File: config.mk
export PLATFORM = sky130hd
export DESIGN_NAME = fbo_drive_output
export DESIGN_NICKNAME = d
export VERILOG_FILES = /design/src/fbo_pkg.sv /design/src/fbo_sync.sv /design/src/fbo_drive_output.sv
export SDC_FILE = /design/constraint.sdc
export NUM_CORES = 1
export LEC_CHECK = 0
export BUFFER_PORTS_ARGS = -buffer_cell sky130_fd_sc_hd__buf_4
export CORE_MARGIN = 2
export CORE_UTILIZATION = 54
export DETAILED_ROUTE_END_ITERATION = 6
export PLACE_DENSITY_LB_ADDON = 0.25
export SYNTH_ARGS = -nofsm -noshare
export SYNTH_HDL_FRONTEND = slang
export SYNTH_SLANG_ARGS = --single-unit
File: constraint.sdc
create_clock -name clk_i -period 2.3 [get_ports clk_i]
set_input_delay 0.23 -clock clk_i [delete_from_list [all_inputs] [get_ports clk_i]]
set_output_delay 0.23 -clock clk_i [all_outputs]
set_load 0.05 [all_outputs]
File: src/fbo_pkg.sv
// Functional notes
// - hardware reset clears output register; soft reset keeps
// - output register read/write, writable during soft reset
// - four-drive: encoded select, motor zero low if enabled
// - four-drive, motor off: select driven, motor zero high
// - four-drive: motor one pulses with every offset-2 write
// - select bits assert at most one drive select
// - bit 2 low holds controller core in reset
// - soft reset restores configure/mode settings only
// - legacy mode: bit 3 gates dack, tc, drq, irq
// - alternate mode: dma signals always enabled
// - two-drive: bits 4,5 drive motors zero, one
// - bit 6 drives motor two when exchanged/four-drive
// - at-compatible mode: tape register bits 7-2 float
// - tape register names the tape-support logical drive
// - tape bits 1,0: 00 none, else drives 1-3
package fbo_pkg;
	// register offsets on the three address pins
	localparam logic [2:0] OFS_DRIVE_OUTPUT_CONTROL = 3'h2;
	localparam logic [2:0] OFS_TAPE_MEDIA_DRIVE_TYPE = 3'h3;
	// drive output control field positions
	localparam int DOC_SEL_LSB = 0;
	localparam int DOC_RUN_BIT = 2;
	localparam int DOC_DMA_BIT = 3;
	localparam int DOC_MOTOR_LSB = 4;
	// values after hardware reset
	localparam logic [7:0] RST_DRIVE_OUTPUT_CONTROL = 8'h00;
	localparam logic [1:0] RST_TAPE_SELECT = 2'h0;
	localparam logic [1:0] RST_PINS_N = 2'h3;
	// synchroniser depth for pin inputs
	localparam int SYNC_STAGES = 2;
	// least low time of the reset bit, kept by software
	localparam int SOFT_RESET_LOW_NS = 100;
	localparam int CLK_PERIOD_NS = 8;
	localparam int SOFT_RESET_LOW_CYC =
		(SOFT_RESET_LOW_NS + CLK_PERIOD_NS - 1) / CLK_PERIOD_NS;
	// width of the synchronised host bundle: cs, rd, wr, addr, data
	localparam int HOST_W = 14;
endpackage

File: src/fbo_sync.sv
`timescale 1ns/10ps
module fbo_sync
	import fbo_pkg::*;
#(
	parameter int W = 1,
	parameter logic [W-1:0] RST = '0
) (
	// clock and reset
	input wire logic clk_i,
	input wire logic rstn_i,
	// asynchronous level in, synchronised level out
	input wire logic [W-1:0] async_i,
	output logic [W-1:0] sync_o
);
	typedef struct packed {
		logic [W-1:0] s1;
		logic [W-1:0] s2;
	} fbo_sync_t;

	fbo_sync_t st_ff;
	fbo_sync_t nxt_st;

	// first stage feeds only the second stage
	always_comb begin
		nxt_st = st_ff;
		nxt_st.s1 = async_i;
		nxt_st.s2 = st_ff.s1;
	end

	always_ff @(posedge clk_i or negedge rstn_i) begin
		if (!rstn_i) begin
			st_ff <= {RST, RST};
		end else begin
			st_ff <= nxt_st;
		end
	end

	assign sync_o = st_ff.s2;
endmodule

File: src/fbo_drive_output.sv
`timescale 1ns/10ps
module fbo_drive_output
	import fbo_pkg::*;
(
	// clock and reset
	input wire logic clk_i,
	input wire logic rstn_i,
	// host register port (pins)
	input wire logic cs_n_i,
	input wire logic rd_n_i,
	input wire logic wr_n_i,
	input wire logic [2:0] addr_i,
	input wire logic [7:0] data_i,
	output logic [7:0] data_o,
	output logic [7:0] data_oe_n_o,
	// configuration from same-clock logic
	input wire logic fdc_enable_i,
	input wire logic four_drive_i,
	input wire logic exchange_0_2_i,
	input wire logic alt_system_mode_i,
	input wire logic tape_enhanced_mode_i,
	// drive interface pins
	output logic [1:0] drive_sel_n_o,
	output logic motor_out_zero_o,
	output logic motor_out_one_o,
	// controller core side
	output logic core_soft_reset_o,
	output logic [1:0] tape_drive_num_o,
	output logic tape_drive_selected_o,
	// dma and interrupt gating
	input wire logic dack_n_i,
	input wire logic tc_i,
	input wire logic drq_core_i,
	input wire logic irq_core_i,
	output logic dack_n_o,
	output logic tc_o,
	output logic drq_o,
	output logic drq_oe_n_o,
	output logic irq_o,
	output logic irq_oe_n_o
);
	typedef struct packed {
		logic [7:0] doc;
		logic [1:0] tape_sel;
		logic wr_n_prev;
		logic [7:0] rd_data;
		logic [7:0] rd_oe_n;
		logic [1:0] sel_n;
		logic [1:0] mtr_n;
	} fbo_state_t;

	fbo_state_t st_ff;
	fbo_state_t nxt_st;

	logic [HOST_W-1:0] host_s;
	logic s_cs_n;
	logic s_rd_n;
	logic s_wr_n;
	logic [2:0] s_addr;
	logic [7:0] s_data;
	logic wr_lead;
	logic wr_hit_doc;
	logic wr_hit_tape;
	logic wr_active_doc;
	logic dma_gate;

	// motor enable bit for a selected drive number
	function automatic logic motor_of(input logic [7:0] doc,
			input logic [1:0] sel);
		motor_of = doc[DOC_MOTOR_LSB + int'(sel)];
	endfunction

	// bus pins come from the host clock domain
	fbo_sync #(
		.W(HOST_W),
		.RST({3'h7, 3'h0, 8'h00})
	) u_host_sync (
		.clk_i(clk_i),
		.rstn_i(rstn_i),
		.async_i({cs_n_i, rd_n_i, wr_n_i, addr_i, data_i}),
		.sync_o(host_s)
	);

	assign {s_cs_n, s_rd_n, s_wr_n, s_addr, s_data} = host_s;

	// a write lands once, on the leading edge of the strobe
	assign wr_lead = !s_wr_n && st_ff.wr_n_prev && !s_cs_n;
	assign wr_hit_doc = wr_lead && (s_addr == OFS_DRIVE_OUTPUT_CONTROL);
	assign wr_hit_tape = wr_lead && (s_addr == OFS_TAPE_MEDIA_DRIVE_TYPE);
	// strobe level for the external latch clock
	assign wr_active_doc = !s_wr_n && !s_cs_n &&
		(s_addr == OFS_DRIVE_OUTPUT_CONTROL);

	// next state: registers, read data and pin images
	always_comb begin
		nxt_st = st_ff;
		nxt_st.wr_n_prev = s_wr_n;
		// no soft-reset term here: writes always land
		if (wr_hit_doc) begin
			nxt_st.doc = s_data;
		end
		if (wr_hit_tape) begin
			nxt_st.tape_sel = s_data[1:0];
		end
		// reads answer only our two offsets; others leave the bus alone
		nxt_st.rd_data = 8'h00;
		nxt_st.rd_oe_n = 8'hff;
		if (!s_cs_n && !s_rd_n) begin
			if (s_addr == OFS_DRIVE_OUTPUT_CONTROL) begin
				nxt_st.rd_data = st_ff.doc;
				nxt_st.rd_oe_n = 8'h00;
			end else if (s_addr == OFS_TAPE_MEDIA_DRIVE_TYPE) begin
				nxt_st.rd_data = {6'h00, st_ff.tape_sel};
				// upper bits float in at-compatible mode
				nxt_st.rd_oe_n = tape_enhanced_mode_i ? 8'h00 : 8'hfc;
			end
		end
		// drive and motor pins, low-active except the latch strobe and the encoded select
		nxt_st.sel_n = RST_PINS_N;
		nxt_st.mtr_n = RST_PINS_N;
		if (fdc_enable_i && four_drive_i) begin
			// encoded select for the external latch
			nxt_st.sel_n = st_ff.doc[DOC_SEL_LSB+:2];
			// motor zero carries the selected motor
			nxt_st.mtr_n[0] = !motor_of(st_ff.doc,
				st_ff.doc[DOC_SEL_LSB+:2]);
			// high while the write strobe is low
			nxt_st.mtr_n[1] = wr_active_doc;
		end else if (fdc_enable_i) begin
			// direct selects, one at most, no strobe
			nxt_st.sel_n[0] = !(st_ff.doc[DOC_SEL_LSB+:2] ==
				(exchange_0_2_i ? 2'h2 : 2'h0));
			nxt_st.sel_n[1] = !(st_ff.doc[DOC_SEL_LSB+:2] == 2'h1);
			// exchanged drive two takes pin zero
			nxt_st.mtr_n[0] = !(exchange_0_2_i ?
				st_ff.doc[DOC_MOTOR_LSB+2] : st_ff.doc[DOC_MOTOR_LSB]);
			nxt_st.mtr_n[1] = !st_ff.doc[DOC_MOTOR_LSB+1];
		end
	end

	always_ff @(posedge clk_i or negedge rstn_i) begin
		if (!rstn_i) begin
			st_ff.doc <= RST_DRIVE_OUTPUT_CONTROL;
			st_ff.tape_sel <= RST_TAPE_SELECT;
			st_ff.wr_n_prev <= 1'b1;
			st_ff.rd_data <= 8'h00;
			st_ff.rd_oe_n <= 8'hff;
			st_ff.sel_n <= RST_PINS_N;
			st_ff.mtr_n <= RST_PINS_N;
		end else begin
			st_ff <= nxt_st;
		end
	end

	// host data bus
	assign data_o = st_ff.rd_data;
	assign data_oe_n_o = st_ff.rd_oe_n;

	// drive pins
	assign drive_sel_n_o = st_ff.sel_n;
	assign motor_out_zero_o = st_ff.mtr_n[0];
	assign motor_out_one_o = st_ff.mtr_n[1];

	// core held in reset while the run bit is low; the core restores
	// its configure and mode settings, this register stays
	assign core_soft_reset_o = !st_ff.doc[DOC_RUN_BIT];

	// tape support goes to one logical drive, never drive 0
	assign tape_drive_num_o = st_ff.tape_sel;
	assign tape_drive_selected_o = (st_ff.tape_sel != 2'h0) &&
		(st_ff.tape_sel == st_ff.doc[DOC_SEL_LSB+:2]);

	// alternate mode ignores the enable bit, even in reset
	assign dma_gate = alt_system_mode_i || st_ff.doc[DOC_DMA_BIT];
	// legacy mode gates the lines by the enable bit
	assign dack_n_o = dack_n_i || !dma_gate;
	assign tc_o = tc_i && dma_gate;
	assign drq_o = drq_core_i;
	assign drq_oe_n_o = !dma_gate;
	assign irq_o = irq_core_i;
	assign irq_oe_n_o = !dma_gate;
endmodule

======== Word level (Yosys, flattened, before mapping) ========
Cells that the tools add are included.
cells by class
  reduce and logical (&&, ||, !) cells .... 23
  add/sub/neg operators ................... 1
  equality and inequality tests ........... 5
  $lt $le $gt $ge ......................... 1
  multiplexer cells ....................... 11
operators with widths
  operator             count
  $mux 16              2
  $logic_and 1x1->1    10
  $logic_not 1->1      10
  $mux 10              1
  $mux 4               2
  $mux 8               1
  $eq 3x2->1 const B   2
  $add 3x2->4 const A  1
  $eq 2x2->1           2
  $lt 4x4->1 const B   1
  $bmux 1 s3           1
  $mux 1               3
  $eq 2x1->1 const B   1
  $logic_or 1x1->1     2
  $mux 2               1
  $reduce_bool 2->1    1
storage, ports and cells
  output and inout bits ................... 30
  bits in registers ....................... 59
  logic and storage cells ................. 50
  input port bits ......................... 25

======== Longest topological paths before layout ========
  depth after elaboration ................. 6
  depth in mapped cells ................... 4
  gate-level depth less buffers ........... 3

======== Modules after synthesis ========
Synthesis repeated with hierarchy kept, for this count alone.
second synthesis, totals
  cell total of the unflattened synthesis .. 126
  area total of the unflattened synthesis .. 1945.6 um^2
modules (own cells, without submodules)
  module            cells an instance  area an instance (um^2)  times used  sequential area each (um^2)
  fbo_drive_output  98                 1237.4                   1           634.4
  fbo_sync          28                 708.2                    1           708.2

======== Worst setup path after synthesis ========
No wires, ideal clock.
  path type ............................... register -> output
  from .................................... register st_ff[24] in the netlist's numbering
  to ...................................... output port tape_drive_selected_o
  arrival ................................. 1699 ps
  path buffers ............................ 1
  path slack .............................. 371 ps
  cell stages (with the launch flop) ...... 3
  path through ............................ dfrtp_1 -> buf_6 -> o31ai_1
on the way
  word-level cells in the longest chain between the ends .. 2
RTL lines
  element                 RTL line                 source
  from (decl)             fbo_drive_output.sv:52   fbo_state_t st_ff;
  from (signal assigned)  fbo_drive_output.sv:151  st_ff <= nxt_st;
  $eq 2x2->1              fbo_drive_output.sv:171  (st_ff.tape_sel == st_ff.doc[DOC_SEL_LSB+:2]);
  $logic_and 1x1->1       fbo_drive_output.sv:170  assign tape_drive_selected_o = (st_ff.tape_sel != 2'h0) &&
  to (decl)               fbo_drive_output.sv:29   output logic tape_drive_selected_o,
Every way passes these cells.

======== Worst setup path in the final report ========
  from .................................... register st_ff[23] in the netlist's numbering
  to ...................................... output port tape_drive_selected_o
The elaborated chain is that of the path after synthesis.

==> reports/qor.txt <==
Antenna cell count: 0
Commonest cells in the netlist: dfrtp_1 (40), buf_4 (23), dfstp_2 (13)
Final Hold Vio Count: 0
Top cell type by total area after synthesis: dfrtp_1
Dpl cells: 198
EDFF count, synth: 0
Routability Congestion: 0.7810
Sequential share of the synthesized area: 0.7018
Main synth FF type: dfrtp_1
Slew @ Worst Pin: 0.7830 ns
Fraction of registers with async set/reset: 1.000
Synth Warn #: 0
Final Net Count: 200
HP Start: four_drive_i
Final min period: 1.684 ns
Most frequent cell after synthesis: dfrtp_1
First-pass GRT wire length: 4422 microns
DR vias: 1032
Clock-pin slew on the worst setup and hold paths: 0.15 ns
Layout Skew: 0.01095 ns
Slew Limit Headroom: 0.4740
Max-cap violations: 0
Total congestion overflow: 0
Core Rows: 21
CTS Buffer Depth: 2
Number of remaining DRC errors: 0
R2R setup slack: 0.81 ns
Hold/Removal Path Class: in2reg
Mapped Cells: 126
Layout cells sized above 1: 0.5057
Antenna-violating nets left: 0
Die ar.: 0.004035 sq mm
Number of distinct library cells after synthesis: 27
Status: finished clean
Largest net degree at the start of global routing: 54
Starting Density: 0.5688
WHS Path Cells: 2
Root Buffer: clkbuf_4
Die Height: 63.52 microns
Reg2Reg Depth: 3
Yosys reg bits: 53
WP data arrival: 1.45 ns
Tcrit/Tclk final: 0.7323
All-Layer GR Usage: 0.1479
DR iter-0 viols: 17
CTS buffer count: 5
Slowest cell delay on critical path: 0.50 ns
Drt total wl: 2693 microns
P per Cell Area: 799.9 mW/mm^2
Max Slew Vio Count: 0
Worst R2R End: tape_drive_num_o[0]$_DFFE_PN0P_
I/O Buffers: 50
Initial antenna violation count: 0
Core area: 0.003363 sq mm
End point of the worst hold path: drive_sel_n_o[1]$_DFF_PN1_
Post-Syn Area: 0.001913 sq mm
Vias in the first global route: 985
H-tree Lvls: 2
Drt wl/cell: 12.13 microns
Post-Route Setup TNS: 0 ns
RSZ-0062 raised after global routing: no
Final Instance Count excl. Fillers: 222
Max Freq: 593.7 MHz
VDD IR-drop max: 0.7121 mV
CP Data Required Time: 2.07 ns
Drt via density: 4.649
CTS Sinks: 53
Setup violations, final: 0
Critical-path cell list: xnor2_1, nand3_1, o31ai_1, buf_4
Crit path kind: reg2out
1st-pass router iterations: 4
Reg2reg start: st_ff[20]$_DFF_PN1_
CTS tree: yes
Top cells by area, synth: dfrtp_1 (52%), dfstp_2 (18%), buf_4 (9.0%)
Syn avg cell area: 15.18 sq um
Slowest CP cell: dfrtp_1
Worst skew pair latency: 0.36 ns
Setup bufs post-CTS: 0
# IOs: 55
Leakage: 1.151 nW
Yosys top cell area share: 0.5232
Setup crit end kind: output port
Area growth syn-to-layout: 25.83%
Syn_nets: 151
Dpl hpwl: 1857 microns
Critical Path Start Type: register
Die W: 63.52 microns
Worst-path maximum fanout: 7
==> repair_timing <==
item | CTS | global route
resized for setup | 0 | 0
endpoints found under the hold margin | 55 | 0
hold buffers | 16 | 0
==> sequential cells by signal (all words and copies together), names as in the netlist <==
| register | cells |
|---|---|
| tape_drive_num_o | 2 |
| data_oe_n_o | 2 |
| data_o | 8 |
| u_host_sync.nxt_st | 14 |
| u_host_sync.sync_o | 14 |
| motor_out_zero_o | 1 |
| st_ff | 9 |
| drive_sel_n_o | 2 |
| motor_out_one_o | 1 |
==> area by class of cell <==
| cell class | instances | area, sq um |
|---|---|---|
| clock inverter | 3 | 47.55 |
| timing repair buffer | 66 | 535.5 |
| inverter | 1 | 3.754 |
| sequential | 53 | 1343 |
| clock buffer | 5 | 37.54 |
| multi-input combinational | 48 | 382.9 |
| fill | 255 | 955.9 |
| tap | 46 | 57.56 |
==> critical path, delay by kind of cell, from the launching register on <==
kind / cells / cell delay [ns]
simple gates: 1 / 0.09
compound gates: 1 / 0.08
flops: 1 / 0.50
buf+inv: 1 / 0.24
xor+xnor: 1 / 0.19
==> cell usage in the layout, fill, tap and decap left out <==
cell	synthesis	layout
clkbuf_4	0	5
o21ai_0	2	2
nand4b_1	1	1
or2_2	1	1
and2_4	1	1
mux4_2	1	1
nand2_2	1	1
dlygate4sd3_1	0	16
nor3_1	1	1
o31ai_1	1	1
nor2_1	5	5
nand3_1	2	2
dfstp_2	13	13
nor2b_2	1	1
xnor2_1	2	2
nor2b_1	2	2
o21ai_2	1	1
mux2i_1	3	3
and3_1	7	7
nor4b_2	1	1
dfrtp_1	40	40
mux2_2	10	10
buf_4	23	50
inv_6	0	2
bufinv_16	0	1
nand2b_1	1	1
and2b_2	1	1
o211ai_1	1	1
nand2_1	2	2
inv_1	1	1
==> power by group <==
part / total (mW) / switching (mW) / internal [mW]
registers: 1.07 / 0.0543 / 1.01
clock network: 0.517 / 0.280 / 0.237
logic: 0.342 / 0.195 / 0.147
total: 1.93 / 0.529 / 1.40
==> per-stage QoR <==
stage	worst slack (ns)	power [mW]	util	hold WS (ns)	area [sq um]
floorplan	0.3708	1.325	-	-0.06559	1913
global placement	0.8982	1.394	0.6429	0.2674	2162
detailed placement	0.8310	1.406	0.6429	0.2804	2162
CTS	0.5923	1.949	0.7158	0.02589	2407
global route	0.4962	2.009	0.7158	0.02886	2407
finish	0.6157	1.926	0.7158	0.03835	2407
==> routing by layer <==
metal | global-route usage | vias up | share of wire
met5 | 0 | - | 0
met4 | 0.05707 | 0 | 0.019
met3 | 0.05714 | 5 | 0.068
met2 | 0.2539 | 39 | 0.53
met1 | 0.1654 | 498 | 0.38
li1 | - | 490 | -
==> logic make-up after synthesis <==
logic type | Yosys count | share of synthesized area
DFF | 53 | 0.7018
and+or+nand+nor | 27 | 0.08699
buffers and inverters | 25 | 0.09810
muxes | 14 | 0.08633
AOI/OAI and AO/OA | 5 | 0.01766
xor gates and xnor gates | 2 | 0.009158
==> how the worst max path moves through the flow <==
| stage | from | to | slack, ns | cells after the start |
|---|---|---|---|---|
| 2_1_floorplan | st_ff[24]$_DFFE_PN0P_ | tape_drive_selected_o | 0.37 | 2 |
| 5_1_grt | st_ff[23]$_DFFE_PN0P_ | tape_drive_selected_o | 0.50 | 4 |
| 3_5_place_dp | st_ff[20]$_DFF_PN1_ | tape_drive_num_o[1]$_DFFE_PN0P_ | 0.83 | 3 |
| 6_report | st_ff[23]$_DFFE_PN0P_ | tape_drive_selected_o | 0.62 | 4 |
| 3_3_place_gp | st_ff[20]$_DFF_PN1_ | tape_drive_num_o[1]$_DFFE_PN0P_ | 0.90 | 3 |
| 4_1_cts | st_ff[23]$_DFFE_PN0P_ | tape_drive_selected_o | 0.59 | 4 |
Note: power is estimated with default switching activity, not from simulation.
